**src/csg_cfg.svh**
```systemverilog
// constants for the current sense gain register: offsets, fields, values
`ifndef CSG_CFG_SVH
`define CSG_CFG_SVH

// ==========================================================================
// command code of the gain register
`define CSG_CMD_CODE 8'h38

// ==========================================================================
// field positions inside the 16-bit word (high byte is bits 15:8)
`define CSG_EXP_MSB 15
`define CSG_EXP_LSB 11
`define CSG_MANT_MSB 10
`define CSG_MANT_LSB 0
`define CSG_HIGH_MANT_MSB 2

// ==========================================================================
// fixed exponent and mantissa limits
`define CSG_EXP_VALUE 5'h10
`define CSG_MANT_RESET 11'h020
`define CSG_MANT_MIN 11'h010
`define CSG_MANT_MAX 11'h1fc

// ==========================================================================
// one mantissa step in nano-ohms
`define CSG_STEP_NANO_OHM 24'h003b9c

// ==========================================================================
// page select codes
`define CSG_PAGE_CH1 2'h0
`define CSG_PAGE_CH2 2'h1
`define CSG_PAGE_BOTH 2'h3

// ==========================================================================
// channel write masks
`define CSG_MASK_CH1 2'h1
`define CSG_MASK_CH2 2'h2
`define CSG_MASK_BOTH 2'h3

// ==========================================================================
// reply byte for reads past the end of the word
`define CSG_FILL_BYTE 8'hff

`endif

```
**src/csg_pkg.sv**
```systemverilog
// types shared by the current sense gain register modules
package csg_pkg;

  // ========================================================================
  // field types
  typedef logic [10:0] csg_mant_t;
  typedef logic [23:0] csg_gain_t;

  // ========================================================================
  // byte events from the pmbus transaction layer
  typedef struct packed {
    logic cmd_start;
    logic rx_valid;
    logic [7:0] rx_data;
    logic tx_req;
    logic stop;
  } csg_rx_s;

  // ========================================================================
  // committed write toward the per-channel store
  typedef struct packed {
    logic en;
    logic [1:0] ch_mask;
    csg_mant_t mant;
  } csg_wr_s;

  // ========================================================================
  // transaction states, one-hot
  typedef enum logic [5:0] {
    CSG_ST_IDLE = 6'h01,
    CSG_ST_CMD = 6'h02,
    CSG_ST_LOW = 6'h04,
    CSG_ST_DONE = 6'h08,
    CSG_ST_REFUSED = 6'h10,
    CSG_ST_READ = 6'h20
  } csg_state_e;

endpackage

```
**src/csg_gain_scale.sv**
```systemverilog
// converts effective mantissas into gain in nano-ohms per channel
`timescale 1ns/1ps
`include "csg_cfg.svh"

module csg_gain_scale (
  // clock and reset
  input wire logic clock,
  input wire logic rst,
  // effective mantissas
  input wire csg_pkg::csg_mant_t eff_mant [2],
  // gain per channel in nano-ohms
  output csg_pkg::csg_gain_t gain_nohm [2]
);

  // ==========================================================================
  // gain = mantissa times step; stored values are never negative
  for (genvar ch = 0; ch < 2; ch++) begin : g_ch
    always_ff @(posedge clock) begin
      if (rst) begin
        gain_nohm[ch] <= 24'h000000;
      end else begin
        gain_nohm[ch] <= 24'(24'(eff_mant[ch]) * `CSG_STEP_NANO_OHM);
      end
    end
  end

endmodule

```
**src/csg_page_store.sv**
```systemverilog
// per-channel mantissa store with user copies and effective values
`timescale 1ns/1ps
`include "csg_cfg.svh"

module csg_page_store (
  // clock and reset
  input wire logic clock,
  input wire logic rst,
  // write and settings
  input wire csg_pkg::csg_wr_s wr,
  input wire logic store_user,
  input wire logic restore_user,
  input wire logic ch2_slave,
  // effective mantissas, index 0 is channel 1
  output csg_pkg::csg_mant_t eff_mant [2]
);

  csg_pkg::csg_mant_t mant_ff [2];
  csg_pkg::csg_mant_t user_ff [2];

  // ==========================================================================
  // stored and saved copies, one per channel
  for (genvar ch = 0; ch < 2; ch++) begin : g_ch
    // restore beats a write in the same cycle so a restore is never partial
    always_ff @(posedge clock) begin
      if (rst) begin
        mant_ff[ch] <= `CSG_MANT_RESET;
      end else if (restore_user) begin
        mant_ff[ch] <= user_ff[ch];
      end else if (wr.en && wr.ch_mask[ch]) begin
        mant_ff[ch] <= wr.mant;
      end
    end

    // saved user value; the nonvolatile copy itself lives elsewhere
    always_ff @(posedge clock) begin
      if (rst) begin
        user_ff[ch] <= `CSG_MANT_RESET;
      end else if (store_user) begin
        user_ff[ch] <= mant_ff[ch];
      end
    end
  end

  // ==========================================================================
  // a slave channel 2 runs on the channel 1 gain
  always_ff @(posedge clock) begin
    if (rst) begin
      eff_mant[0] <= `CSG_MANT_RESET;
      eff_mant[1] <= `CSG_MANT_RESET;
    end else begin
      eff_mant[0] <= mant_ff[0];
      eff_mant[1] <= ch2_slave ? mant_ff[0] : mant_ff[1];
    end
  end

endmodule

```
**src/csg_top.sv**
```systemverilog
// current sense gain register: pmbus word access, paging and protection
`timescale 1ns/1ps
`include "csg_cfg.svh"

module csg_top (
  // clock and reset
  input wire logic clock,
  input wire logic rst,
  // byte events from the pmbus transaction layer
  input wire csg_pkg::csg_rx_s rx,
  // page select and phase configuration
  input wire logic [1:0] page_sel,
  input wire logic ch2_slave,
  // user settings and fault clearing
  input wire logic store_user,
  input wire logic restore_user,
  input wire logic clear_faults,
  // byte answers
  output logic ack_valid,
  output logic ack,
  output logic tx_valid,
  output logic [7:0] tx_data,
  // fault flags and alert
  output logic invalid_command_fault,
  output logic invalid_data_fault,
  output logic smbalert_n,
  // effective gain per channel, index 0 is channel 1
  output csg_pkg::csg_mant_t gain_mant [2],
  output csg_pkg::csg_gain_t gain_nohm [2]
);

  // ==========================================================================
  // declarations
  csg_pkg::csg_state_e state_ff;
  csg_pkg::csg_state_e nxt_state;
  logic [7:0] low_ff;
  logic [7:0] nxt_low;
  csg_pkg::csg_wr_s wr_ff;
  csg_pkg::csg_wr_s nxt_wr;
  logic ack_valid_ff;
  logic nxt_ack_valid;
  logic ack_ff;
  logic nxt_ack;
  logic tx_valid_ff;
  logic nxt_tx_valid;
  logic [7:0] tx_data_ff;
  logic [7:0] nxt_tx_data;
  logic [15:0] rd_word_ff;
  logic [15:0] nxt_rd_word;
  logic rd_high_ff;
  logic nxt_rd_high;
  logic rd_past_ff;
  logic nxt_rd_past;
  logic cmd_fault_ff;
  logic nxt_cmd_fault;
  logic ivd_ff;
  logic nxt_ivd;
  logic alert_n_ff;
  logic set_cmd_fault;
  logic set_ivd;
  logic page_refused;
  logic [1:0] page_mask;
  csg_pkg::csg_mant_t wr_mant;
  logic mant_in_range;
  csg_pkg::csg_mant_t rd_mant;
  logic [15:0] rd_word_now;

  // ==========================================================================
  // page decode
  // a slave channel 2 on page 11 still follows channel 1, so the write
  // goes to channel 1 only and is not treated as a refusal
  always_comb begin
    page_refused = 1'b0;
    page_mask = `CSG_MASK_CH1;
    unique case (page_sel)
      `CSG_PAGE_CH1: begin
        page_mask = `CSG_MASK_CH1;
      end
      `CSG_PAGE_CH2: begin
        page_mask = `CSG_MASK_CH2;
        page_refused = ch2_slave;
      end
      `CSG_PAGE_BOTH: begin
        page_mask = ch2_slave ? `CSG_MASK_CH1 : `CSG_MASK_BOTH;
      end
      default: begin
        page_refused = 1'b1; // code 10 names no page
      end
    endcase
  end

  // ==========================================================================
  // mantissa assembled from the high byte and the held low byte
  // exponent bits of the high byte are simply not looked at
  assign wr_mant = {rx.rx_data[`CSG_HIGH_MANT_MSB:0], low_ff};
  // a set sign bit reads as a large unsigned value and therefore above the maximum
  assign mant_in_range = (wr_mant >= `CSG_MANT_MIN) &&
                         (wr_mant <= `CSG_MANT_MAX);

  // ==========================================================================
  // read word of the selected page; a slave channel 2 shows channel 1
  assign rd_mant = (page_sel == `CSG_PAGE_CH2) ? gain_mant[1] : gain_mant[0];
  assign rd_word_now = {`CSG_EXP_VALUE, rd_mant};

  // ==========================================================================
  // transaction sequencer
  // a new command byte beats a stop in the same cycle: that is a
  // repeated start, and the old transfer is over either way
  always_comb begin
    nxt_state = state_ff;
    nxt_low = low_ff;
    nxt_wr = '0;
    nxt_ack_valid = 1'b0;
    nxt_ack = ack_ff;
    nxt_tx_valid = 1'b0;
    nxt_tx_data = tx_data_ff;
    nxt_rd_word = rd_word_ff;
    nxt_rd_high = rd_high_ff;
    nxt_rd_past = rd_past_ff;
    set_cmd_fault = 1'b0;
    set_ivd = 1'b0;
    if (rx.cmd_start) begin
      nxt_rd_high = 1'b0;
      nxt_rd_past = 1'b0;
      if (rx.rx_data == `CSG_CMD_CODE) begin
        nxt_state = csg_pkg::CSG_ST_CMD;
        nxt_ack_valid = 1'b1;
        nxt_ack = 1'b1;
      end else begin
        nxt_state = csg_pkg::CSG_ST_IDLE; // other commands are not ours
      end
    end else if (rx.stop) begin
      nxt_state = csg_pkg::CSG_ST_IDLE; // a half word is dropped here
    end else begin
      unique case (state_ff)
        csg_pkg::CSG_ST_IDLE: begin
          nxt_state = csg_pkg::CSG_ST_IDLE;
        end
        csg_pkg::CSG_ST_CMD: begin
          if (rx.rx_valid) begin
            nxt_ack_valid = 1'b1;
            if (page_refused) begin
              nxt_ack = 1'b0;
              set_cmd_fault = 1'b1;
              nxt_state = csg_pkg::CSG_ST_REFUSED;
            end else begin
              nxt_ack = 1'b1;
              nxt_low = rx.rx_data;
              nxt_state = csg_pkg::CSG_ST_LOW;
            end
          end else if (rx.tx_req) begin
            // snapshot so both bytes belong to one word
            nxt_rd_word = rd_word_now;
            nxt_tx_valid = 1'b1;
            nxt_tx_data = rd_word_now[7:0];
            nxt_rd_high = 1'b1;
            nxt_state = csg_pkg::CSG_ST_READ;
          end
        end
        csg_pkg::CSG_ST_LOW: begin
          if (rx.rx_valid) begin
            nxt_ack_valid = 1'b1;
            nxt_state = csg_pkg::CSG_ST_DONE;
            if (mant_in_range) begin
              nxt_ack = 1'b1;
              nxt_wr.en = 1'b1;
              nxt_wr.ch_mask = page_mask;
              nxt_wr.mant = wr_mant;
            end else begin
              nxt_ack = 1'b0;
              set_ivd = 1'b1;
            end
          end
        end
        csg_pkg::CSG_ST_DONE: begin
          if (rx.rx_valid) begin
            nxt_ack_valid = 1'b1;
            nxt_ack = 1'b0; // bytes beyond the word
          end
        end
        csg_pkg::CSG_ST_REFUSED: begin
          if (rx.rx_valid) begin
            nxt_ack_valid = 1'b1;
            nxt_ack = 1'b0;
          end
        end
        csg_pkg::CSG_ST_READ: begin
          if (rx.tx_req) begin
            nxt_tx_valid = 1'b1;
            if (rd_high_ff && !rd_past_ff) begin
              nxt_tx_data = rd_word_ff[15:8];
              nxt_rd_past = 1'b1;
            end else begin
              nxt_tx_data = `CSG_FILL_BYTE;
            end
          end
        end
      endcase
    end
  end

  // ==========================================================================
  // sequencer state
  always_ff @(posedge clock) begin
    if (rst) begin
      state_ff <= csg_pkg::CSG_ST_IDLE;
      low_ff <= 8'h00;
    end else begin
      state_ff <= nxt_state;
      low_ff <= nxt_low;
    end
  end

  // ==========================================================================
  // read snapshot and byte position
  always_ff @(posedge clock) begin
    if (rst) begin
      rd_word_ff <= 16'h0000;
      rd_high_ff <= 1'b0;
      rd_past_ff <= 1'b0;
    end else begin
      rd_word_ff <= nxt_rd_word;
      rd_high_ff <= nxt_rd_high;
      rd_past_ff <= nxt_rd_past;
    end
  end

  // ==========================================================================
  // committed write, a one-cycle pulse toward the store
  always_ff @(posedge clock) begin
    if (rst) begin
      wr_ff <= '0;
    end else begin
      wr_ff <= nxt_wr;
    end
  end

  // ==========================================================================
  // byte answers
  always_ff @(posedge clock) begin
    if (rst) begin
      ack_valid_ff <= 1'b0;
      ack_ff <= 1'b0;
      tx_valid_ff <= 1'b0;
      tx_data_ff <= 8'h00;
    end else begin
      ack_valid_ff <= nxt_ack_valid;
      ack_ff <= nxt_ack;
      tx_valid_ff <= nxt_tx_valid;
      tx_data_ff <= nxt_tx_data;
    end
  end

  // ==========================================================================
  // sticky faults; a new fault beats a clear in the same cycle
  always_comb begin
    nxt_cmd_fault = cmd_fault_ff;
    nxt_ivd = ivd_ff;
    if (clear_faults) begin
      nxt_cmd_fault = 1'b0;
      nxt_ivd = 1'b0;
    end
    if (set_cmd_fault) begin
      nxt_cmd_fault = 1'b1;
    end
    if (set_ivd) begin
      nxt_ivd = 1'b1;
    end
  end

  // alert follows the flags in the same edge, so it never lags them
  always_ff @(posedge clock) begin
    if (rst) begin
      cmd_fault_ff <= 1'b0;
      ivd_ff <= 1'b0;
      alert_n_ff <= 1'b1;
    end else begin
      cmd_fault_ff <= nxt_cmd_fault;
      ivd_ff <= nxt_ivd;
      alert_n_ff <= !(nxt_cmd_fault || nxt_ivd);
    end
  end

  // ==========================================================================
  // per-channel store and gain scaling
  csg_page_store u_store (
    .clock(clock),
    .rst(rst),
    .wr(wr_ff),
    .store_user(store_user),
    .restore_user(restore_user),
    .ch2_slave(ch2_slave),
    .eff_mant(gain_mant)
  );

  // gain in nano-ohm units for the current measurement path
  csg_gain_scale u_scale (
    .clock(clock),
    .rst(rst),
    .eff_mant(gain_mant),
    .gain_nohm(gain_nohm)
  );

  // ==========================================================================
  // outputs, all from flip-flops
  assign ack_valid = ack_valid_ff;
  assign ack = ack_ff;
  assign tx_valid = tx_valid_ff;
  assign tx_data = tx_data_ff;
  assign invalid_command_fault = cmd_fault_ff;
  assign invalid_data_fault = ivd_ff;
  assign smbalert_n = alert_n_ff;

endmodule

```
**config.mk**
```make
export PLATFORM = sky130hd
export DESIGN_NAME = csg_top
export DESIGN_NICKNAME = d
export VERILOG_FILES = /design/src/csg_pkg.sv /design/src/csg_gain_scale.sv /design/src/csg_page_store.sv /design/src/csg_top.sv
export VERILOG_INCLUDE_DIRS = /design/src
export SDC_FILE = /design/constraint.sdc
export NUM_CORES = 1
export LEC_CHECK = 0
export ABC_CLOCK_PERIOD_IN_PS = 4700
export BUFFER_PORTS_ARGS = -buffer_cell sky130_fd_sc_hd__buf_2
export CAP_MARGIN = 20
export CORE_UTILIZATION = 40
export DETAILED_ROUTE_END_ITERATION = 12
export PLACE_DENSITY = 0.62
export SLEW_MARGIN = 20
export SYNTH_ARGS = -nofsm -noshare
export SYNTH_HDL_FRONTEND = slang
export SYNTH_SLANG_ARGS = --single-unit
```
**constraint.sdc**
```tcl
create_clock -name clock -period 4.7 [get_ports clock]
set_input_delay 0.94 -clock clock [delete_from_list [all_inputs] [get_ports clock]]
set_output_delay 0.94 -clock clock [all_outputs]
set_load 0.01 [all_outputs]
```
Yosys cells after proc, flatten, opt, wreduce, memory -nomap -nowiden. Memory sizes are Yosys's and may differ from the RTL's. Index checks and enable logic that the tools add are counted.

Memory bits (writable): 44. Word-level logic and storage cells: 155. Bits of input ports: 20. Register bits: 126. Memories kept: 2.

Memories: u_store.mant_ff (words 2, width 11, rd ports 2, clocked after Yosys merged registers in 0, write ports 2, RTL line csg_page_store.sv:18) `csg_pkg::csg_mant_t mant_ff [2];`; u_store.user_ff (words 2, width 11, rd ports 2, clocked after Yosys merged registers in 0, write ports 2, RTL line csg_page_store.sv:19) `csg_pkg::csg_mant_t user_ff [2];`.

Reductions and logical operators: 25. Mux-type cells: 72. Bitwise operators: 12. Order comparisons: 2. Equal/unequal tests: 19. Multiply operators: 2.

Operator list (count): 11-bit 2-to-1 mux (8); 1-bit 2-to-1 mux (45); 11-bit by 12-bit multiplier with 22-bit output, second input constant (2); 8-bit 2-to-1 mux (4); 6-bit 2-to-1 mux (5); 6-bit one-hot mux with 3 select lines (1); 8-bit one-hot mux with 2 select lines (1); 14-bit 2-to-1 mux (1); 6-bit AND reduction (2); 11-bit by 5-bit greater-or-equal comparator with 1-bit output, second input constant (1); 11-bit by 9-bit <= comparator with 1-bit output, second input constant (1); 5-bit AND reduction (2); 8-bit by 6-bit equality test with 1-bit output, second input constant (1); 4-bit AND reduction (2); 6-bit by 1-bit equality test with 1-bit output, second input constant (1); 6-bit by 2-bit equality test with 1-bit output, second input constant (1); 6-bit by 3-bit equality test with 1-bit output, second input constant (1); 6-bit by 4-bit equality test with 1-bit output, second input constant (1); 6-bit by 5-bit equality test with 1-bit output, second input constant (1); 6-bit equality test, second input constant (1); 2-bit != test, second input constant (3); 3-bit != test, second input constant (2); 1-bit NOT (6); 1-bit OR (6); 24 further kinds (33).

Logic depth before layout (Yosys ltp). Gate-level depths: netlist of the first run.

Depth in word-level cells: 11. Depth in mapped cells: 18. Mapped depth without buffers: 17.

Cells and area by module. From an unflattened synthesis of the first run, not the netlist that was laid out.

Cells, all modules: 1170. Area, all modules: 11693.7 µm².

By module, submodules not included: csg_gain_scale (instances 1, area an instance 6874.1 µm², cells each 734); csg_page_store (instances 1, area an instance 2671.3 µm², cells each 211); csg_top (instances 1, area an instance 2148.3 µm², cells each 225).

Worst setup path before layout of the first run. OpenSTA, ideal clock, no wires.

Path type: register to register. Start point: reg u_store.eff_mant[4] (netlist bit). End point: reg u_scale.gain_nohm[21] (netlist bit). Required time: 4.579 ns. Data arrival time: 4.873 ns. Clock period less this slack: 4.994 ns. Path slack: -0.294 ns. Cell stages (with the launch flop): 17. Path through: dfxtp_1 -> fa_1 -> fa_1 -> inv_1 -> fa_1 -> inv_1 -> fa_1 -> inv_1 -> fa_1 -> inv_1 -> ha_1 -> clkbuf_1 -> a21oi_1 -> o21ai_1 -> or3_1 -> a221oi_1 -> mux2_2.

Cells in the longest elaborated chain, start to end: 1.

Ends and longest elaborated chain: start, declared (RTL line csg_page_store.sv:15) `output csg_pkg::csg_mant_t eff_mant [2]`; 11-bit by 12-bit multiplier with 22-bit output (no line); end signal, assigned by index (RTL line csg_gain_scale.sv:22) `` gain_nohm[ch] <= 24'(24'(eff_mant[ch]) * `CSG_STEP_NANO_OHM); ``; end, declared (RTL line csg_gain_scale.sv:12) `output csg_pkg::csg_gain_t gain_nohm [2]`.

No other way between the ends. A chain may end at the register's enable or synchronous reset.

Final worst setup path of the first run.
Start point: reg u_store.eff_mant[2] (netlist bit). End point: reg u_scale.gain_nohm[21] (netlist bit).

The elaborated chain is that of the path after synthesis.

==> results.txt, run 1 <==
IO Port Bufs -> 99
Synthesized area -> 11500 um^2
Required @ worst endpoint -> 5030 ps
Critical setup path kind -> flop to flop
CTS Buffer Depth -> 2
Yosys warns -> 0
Layout Utilization -> 49.4%
Syn Area/Cell -> 10.0 um^2
Max-slew violations -> 0
Setup TNS -> 0 ps
Worst-skew pair later-pin latency -> 450 ps
Fin. Hold Viols -> 0
Post-CTS Hold Buffers -> 0
Vias per inst -> 4.99
Post-synth EDFFs -> 44
Clk_skew -> 12.3 ps
Startpoint types -> flop
Setup ws final -> 109 ps
Gp weighted congestion -> 0.932
RSZ-0062 raised after global routing -> true
Vias in the first global route -> 8547
CTS tree -> built
Max-Cap Viols -> 0
Synth area leaders -> dfxtp_1 (20%), fa_1 (17%), ha_1 (15%), edfxtp_1 (11%), inv_1 (6.6%)
Post-synthesis sequential element count -> 158
DRC violations left -> 0
TritonCTS buffer count -> 17
Worst Hold Depth -> 2
Core Area -> 28100 um^2
Critical path peak fanout -> 3
Effective utilization at floorplan -> 41.0%
Post-synth top area cell -> dfxtp_1
Global-route wire length before repair -> 45300 um
Slew @ Worst Pin -> 959 ps
Final WL -> 28100 um
Total die area -> 29500 um^2
VDD IR-drop max -> 231 uV
Worst R2R Setup Slack -> 110 ps
Slew headroom -> 36.0%
Power after layout -> 0.00583 W
First DRT Iteration DRCs -> 553
Die width -> 172 um
R2R Path Start -> u_store.eff_mant[2]
Setup violators final -> 0
Post-synthesis sequential area ratio -> 31.3%
Hold_sp -> tx_data[3]
Chip height -> 172 um
Layout Area Growth over Synthesis -> 20.5%
Leak -> 6.61 nW
Hold Path Sink -> tx_data[3]
Max frequency -> 218 MHz
Largest net degree at the start of global routing -> 88
Crit-path most repeated cell -> fa_1
R2R depth -> 13
Arr. time, crit path -> 4930 ps
Clock Pin Slew Worst Setup and Hold Paths -> 80 ps
Rows -> 61
Yosys cell types -> 66
Detailed-route wire length per cell -> 16.5 um
H-tree Lvls -> 4
Via Count -> 8500
Nets -> 1569
Placement Setup Slack -> -66.3 ps
Cells along the critical path -> fa_2, fa_1, inv_1, fa_1, fa_1, inv_1, fa_1, ha_4, or4_4, o21ai_2, a21oi_2, a221oi_4, mux2_4
Tcrit/Tclk final -> 97.7%
Total grt overflow -> 0
Total track usage -> 20.2%
Yosys top cell area share -> 19.8%
Top Ports -> 104
Synth Instances -> 1149
CP max-delay cell -> fa_1
Critical Path Sink Type -> flop
Status -> completed
First-pass DRT Iterations -> 5
Final HPWL DP -> 22400 um
Most instantiated cells after synthesis -> inv_1 (202), ha_1 (136), dfxtp_1 (114)
CTS root buf -> clkbuf_16
Fillers -> 2608
Antenna violations before repair -> 0
PD cells -> 420 nW/um^2
HP Class -> flop to flop
N_diodes -> 0
RR Endpoint -> u_scale.gain_nohm[21]
Crit path largest cell delay -> 550 ps
Share of layout cells above drive strength 1 -> 22.7%
Main flop type after synthesis -> dfxtp_1
Post-synth ARST share -> 0%
Most common cell in the netlist -> inv_1
ANT nets after route -> 0
Tightest hold margin -> 462 ps
Total clock sinks -> 158
Final min period -> 4590 ps
-- cell type report --
| type | count | area, um^2 | area share, % |
|---|---|---|---|
| Sequential cell | 158 | 3630 | 26.2 |
| Clock inverter | 15 | 183 | 1.32 |
| Tap cell | 378 | 473 | 3.41 |
| Inverter | 202 | 758 | 5.46 |
| Clock buffer | 17 | 425 | 3.07 |
| Timing Repair Buffer | 182 | 1130 | 8.13 |
| Multi-Input combinational cell | 752 | 7280 | 52.4 |
-- where the power goes --
part           internal, W  switching (W)
Clock             0.000728       0.000702
Sequential         0.00154      0.0000463
Combinational      0.00129        0.00152
-- logic make-up after synthesis --
group	after synthesis	share of synthesized area [%]
AND/OR/NAND/NOR	285	13.2
buffers and inverters	244	8.29
adder cells (fa/ha/maj)	236	32.2
AO/OA/AOI/OAI	168	10.2
flip-flops	158	31.3
multiplexers	33	2.99
XOR/XNOR	24	1.83
other	1	0.0326
-- layout by cell type, fill, tap and decap left out, types with 17 or more instances in the layout --
master,n
mux2i_1,22
clkbuf_16,17
nor2_1,75
buf_4,82
nand2_1,42
a22o_1,20
nor3_1,26
edfxtp_1,44
buf_2,98
fa_1,96
inv_1,196
nor2b_1,40
and2_1,30
ha_1,123
a21oi_1,37
dfxtp_1,103
-- per-stage QoR --
step	cells	instance area (um^2)
after detailed placement	1667	12900
final	1704	13900
after floorplan	1154	11600
after global placement	1667	12900
after CTS	1700	13600
after global routing	1704	13900
-- worst max-delay path by stage --
stage,startpoint,end,slack (ps)
after floorplan,u_store.eff_mant[4],u_scale.gain_nohm[21],-20
after global placement,u_store.eff_mant[8],u_scale.gain_nohm[21],-20
after detailed placement,u_store.eff_mant[2],u_scale.gain_nohm[21],-70
after CTS,u_store.eff_mant[9],u_scale.gain_nohm[21],-30
after global routing,u_store.eff_mant[10],u_scale.gain_nohm[21],-30
final,u_store.eff_mant[2],u_scale.gain_nohm[21],110
-- critical path, delay by kind of cell, from the launching register on --
kind,cells,cell delay (ps)
DFF,1,350
AOI/OAI and AO/OA,3,450
muxes,1,320
buffers and inverters,2,100
and+or+nand+nor,1,530
adders and majority gates,6,2740
-- state kept, by name (all words and copies together) (netlist names) --
name,flops
low_ff,8
smbalert_n,1
u_store.user_ff,22
u_store.mant_ff,22
rd_word_ff,4
u_store.eff_mant,22
tx_valid,1
state_ff,6
wr_ff,14
tx_data,8
invalid_data_fault,1
rd_past_ff,1
ack,1
invalid_command_fault,1
u_scale.gain_nohm,44
rd_high_ff,1
ack_valid,1
-- layer usage --
| metal | vias up | track usage, % | wire, um |
|---|---|---|---|
| li1 | 4121 | - | - |
| met1 | 4099 | 26.8 | 12800 |
| met2 | 247 | 33.9 | 13400 |
| met3 | 33 | 3.41 | 1420 |
| met4 | 0 | 5.16 | 484 |
| met5 | - | 0 | 0 |
-- repair_timing --
action	in CTS	in global routing
pin swaps	3	35
resized for setup	4	53
buffers inserted	1	4
endpoints found under the setup margin	4	17
(Power assumes the default switching activity.)
==> run 2, diff against run 1 <==
--- a/config.mk
+++ b/config.mk
@@ -6,12 +6,12 @@
 export SDC_FILE = /design/constraint.sdc
 export NUM_CORES = 1
 export LEC_CHECK = 0
-export ABC_CLOCK_PERIOD_IN_PS = 4700
+export ABC_CLOCK_PERIOD_IN_PS = 5450
 export BUFFER_PORTS_ARGS = -buffer_cell sky130_fd_sc_hd__buf_2
-export CAP_MARGIN = 20
+export CAP_MARGIN = 25
 export CORE_UTILIZATION = 40
 export DETAILED_ROUTE_END_ITERATION = 12
-export PLACE_DENSITY = 0.62
+export PLACE_DENSITY = 0.59
 export SLEW_MARGIN = 20
 export SYNTH_ARGS = -nofsm -noshare
 export SYNTH_HDL_FRONTEND = slang
==> constraint.sdc (replaced) <==
create_clock -name clock -period 5.45 [get_ports clock]
set_input_delay 1.09 -clock clock [delete_from_list [all_inputs] [get_ports clock]]
set_output_delay 1.09 -clock clock [all_outputs]
set_load 0.01 [all_outputs]
==> run 2 against run 1 <==
Against the previous run:
- final area shrank 6.0%
- combinational power shrank 32%
- via count shrank 4.9%
- setup slack gained 200 ps
- critical path depth grew 2
- sequential power shrank 14%
- sequential cell count is the same
- critical path type unchanged
- largest cell class unchanged
- largest power group unchanged
==> results.txt, run 2 (same netlist as run 1, synthesis figures left out) <==
Status -> completed
Flop pwr share -> 30.8%
Arr. time, crit path -> 5480 ps
CP max-delay cell -> fa_1
TritonCTS buffer count -> 17
Worst R2R Setup Slack -> 310 ps
Commonest non-fill, non-tap cells in the layout -> inv_1 (202), ha_1 (136), dfxtp_1 (114), fa_1 (100), buf_2 (98)
First-pass DRT Iterations -> 5
Internal power -> 0.00272 W
Top Ports -> 104
Total grt overflow -> 0
Final HPWL DP -> 21600 um
Setup violators final -> 0
Max-Cap Viols -> 0
Final WL -> 27000 um
Max frequency -> 195 MHz
Commonest non-fill, non-tap cell in the layout -> inv_1
PD cells -> 341 nW/um^2
Chip height -> 172 um
Reg with most FFs -> u_scale.gain_nohm
Largest net degree at the start of global routing -> 71
R2R depth -> 15
Final min period -> 5140 ps
CTS tree -> built
Detailed-route wire length per cell -> 16.5 um
Max-slew violations -> 0
# placed instances -> 1611
Resized cells post-CTS -> 0
Switching power -> 0.00173 W
Critical Path Sink Type -> flop
Tcrit/Tclk final -> 94.3%
Total track usage -> 19.7%
Startpoint types -> flop
Fin. Hold Viols -> 0
CTS Buffer Depth -> 2
First DRT Iteration DRCs -> 365
Setup TNS -> 0 ps
Clock group share of total power -> 26.5%
HP Class -> flop to flop
Antenna violations before repair -> 0
ANT nets after route -> 0
Total die area -> 29500 um^2
Slew headroom -> 38.4%
Hold_sp -> low_ff[0]
Via Count -> 8086
Rows -> 61
Clk_skew -> 12.9 ps
CTS root buf -> clkbuf_16
Effective utilization at floorplan -> 41.0%
Sw Ratio -> 38.9%
RR Endpoint -> u_scale.gain_nohm[21]
Worst Hold Depth -> 2
IO Port Bufs -> 99
Required @ worst endpoint -> 5790 ps
H-tree Lvls -> 4
Global-route wire length before repair -> 44200 um
Post-CTS Setup Bufs -> 0
Clock Pin Slew Worst Setup and Hold Paths -> 70 ps
Max reg flops -> 44
Vias in the first global route -> 8350
Layout Area Growth over Synthesis -> 13.3%
Post-CTS Hold Buffers -> 0
Share of layout cells above drive strength 1 -> 14.4%
RSZ-0062 raised after global routing -> false
Fin cells -> 1643
Nets -> 1508
Critical setup path kind -> flop to flop
Vias per inst -> 4.92
DRC violations left -> 0
Critical path peak fanout -> 7
Cells along the critical path -> fa_1, fa_1, inv_1, fa_1, inv_1, fa_1, inv_1, fa_1, inv_1, ha_1, or4_1, o21ai_0, a21oi_1, a221oi_1, mux2_2
Combinational power share -> 42.6%
Hold Path Sink -> low_ff[0]
Crit-path most repeated cell -> fa_1
R2R Path Start -> u_store.eff_mant[9]
Crit path largest cell delay -> 540 ps
Die width -> 172 um
Worst-skew pair later-pin latency -> 440 ps
VDD IR-drop max -> 208 uV
Slew @ Worst Pin -> 920 ps
Total clock sinks -> 158
Leak -> 6.30 nW
N_diodes -> 0
Gp weighted congestion -> 0.867
Core Area -> 28100 um^2
Fillers -> 2755
[run 2: metrics by stage]
stage	cell area, um^2	total power [W]	worst slack (ps)	hold slack (ps)	utilization, %
after global placement	12500	0.00329	367	451	44.4
after CTS	13000	0.00449	299	471	46.5
after detailed placement	12500	0.00330	281	460	44.4
after global routing	13000	0.00482	30.4	497	46.5
final	13000	0.00444	310	470	46.5
after floorplan	11500	0.00279	456	442	-
[run 2: layout make-up]
| class | count | area, um^2 | share of cell area, % |
|---|---|---|---|
| clock buffers | 17 | 425 | 3.26 |
| flip-flops and latches | 158 | 3600 | 27.6 |
| clock inverters | 15 | 146 | 1.12 |
| well taps | 378 | 473 | 3.62 |
| inverters | 202 | 758 | 5.81 |
| multi-input cells | 752 | 6980 | 53.5 |
| repair buffers | 121 | 663 | 5.08 |
[run 2: power by group through the flow]
stage	sequential [W]	combinational, W	clock [W]
after floorplan	0.00145	0.00133	0
after global placement	0.00140	0.00189	0
after detailed placement	0.00140	0.00190	0
after CTS	0.00137	0.00191	0.00121
after global routing	0.00139	0.00218	0.00126
final	0.00137	0.00190	0.00118
[run 2: layer usage]
metal | vias to the layer above | track usage [%] | wire length (um)
li1 | 3999 | - | -
met3 | 28 | 3.31 | 1230
met1 | 3866 | 26.1 | 12700
met2 | 193 | 32.7 | 12600
met5 | - | 0 | 0
met4 | 0 | 6.29 | 532
[run 2: worst max path at each step]
stage                                   start               endpoint  slack [ps]  depth (start not counted)
final                     u_store.eff_mant[9]  u_scale.gain_nohm[21]         310                         15
after global routing      u_store.eff_mant[9]  u_scale.gain_nohm[21]          30                         15
after CTS                 u_store.eff_mant[9]  u_scale.gain_nohm[21]         300                         15
after detailed placement  u_store.eff_mant[9]  u_scale.gain_nohm[21]         280                         15
after global placement    u_store.eff_mant[9]  u_scale.gain_nohm[21]         370                         15
after floorplan           u_store.eff_mant[4]  u_scale.gain_nohm[21]         460                         16
[run 2: worst max-delay path: cells and delay by family, from the launching register on]
| kind | cells | cell delay, ps |
|---|---|---|
| compound gates | 3 | 520 |
| fa+ha+maj | 6 | 2900 |
| buf+inv | 4 | 220 |
| flops | 1 | 490 |
| mux | 1 | 370 |
| simple gates | 1 | 540 |
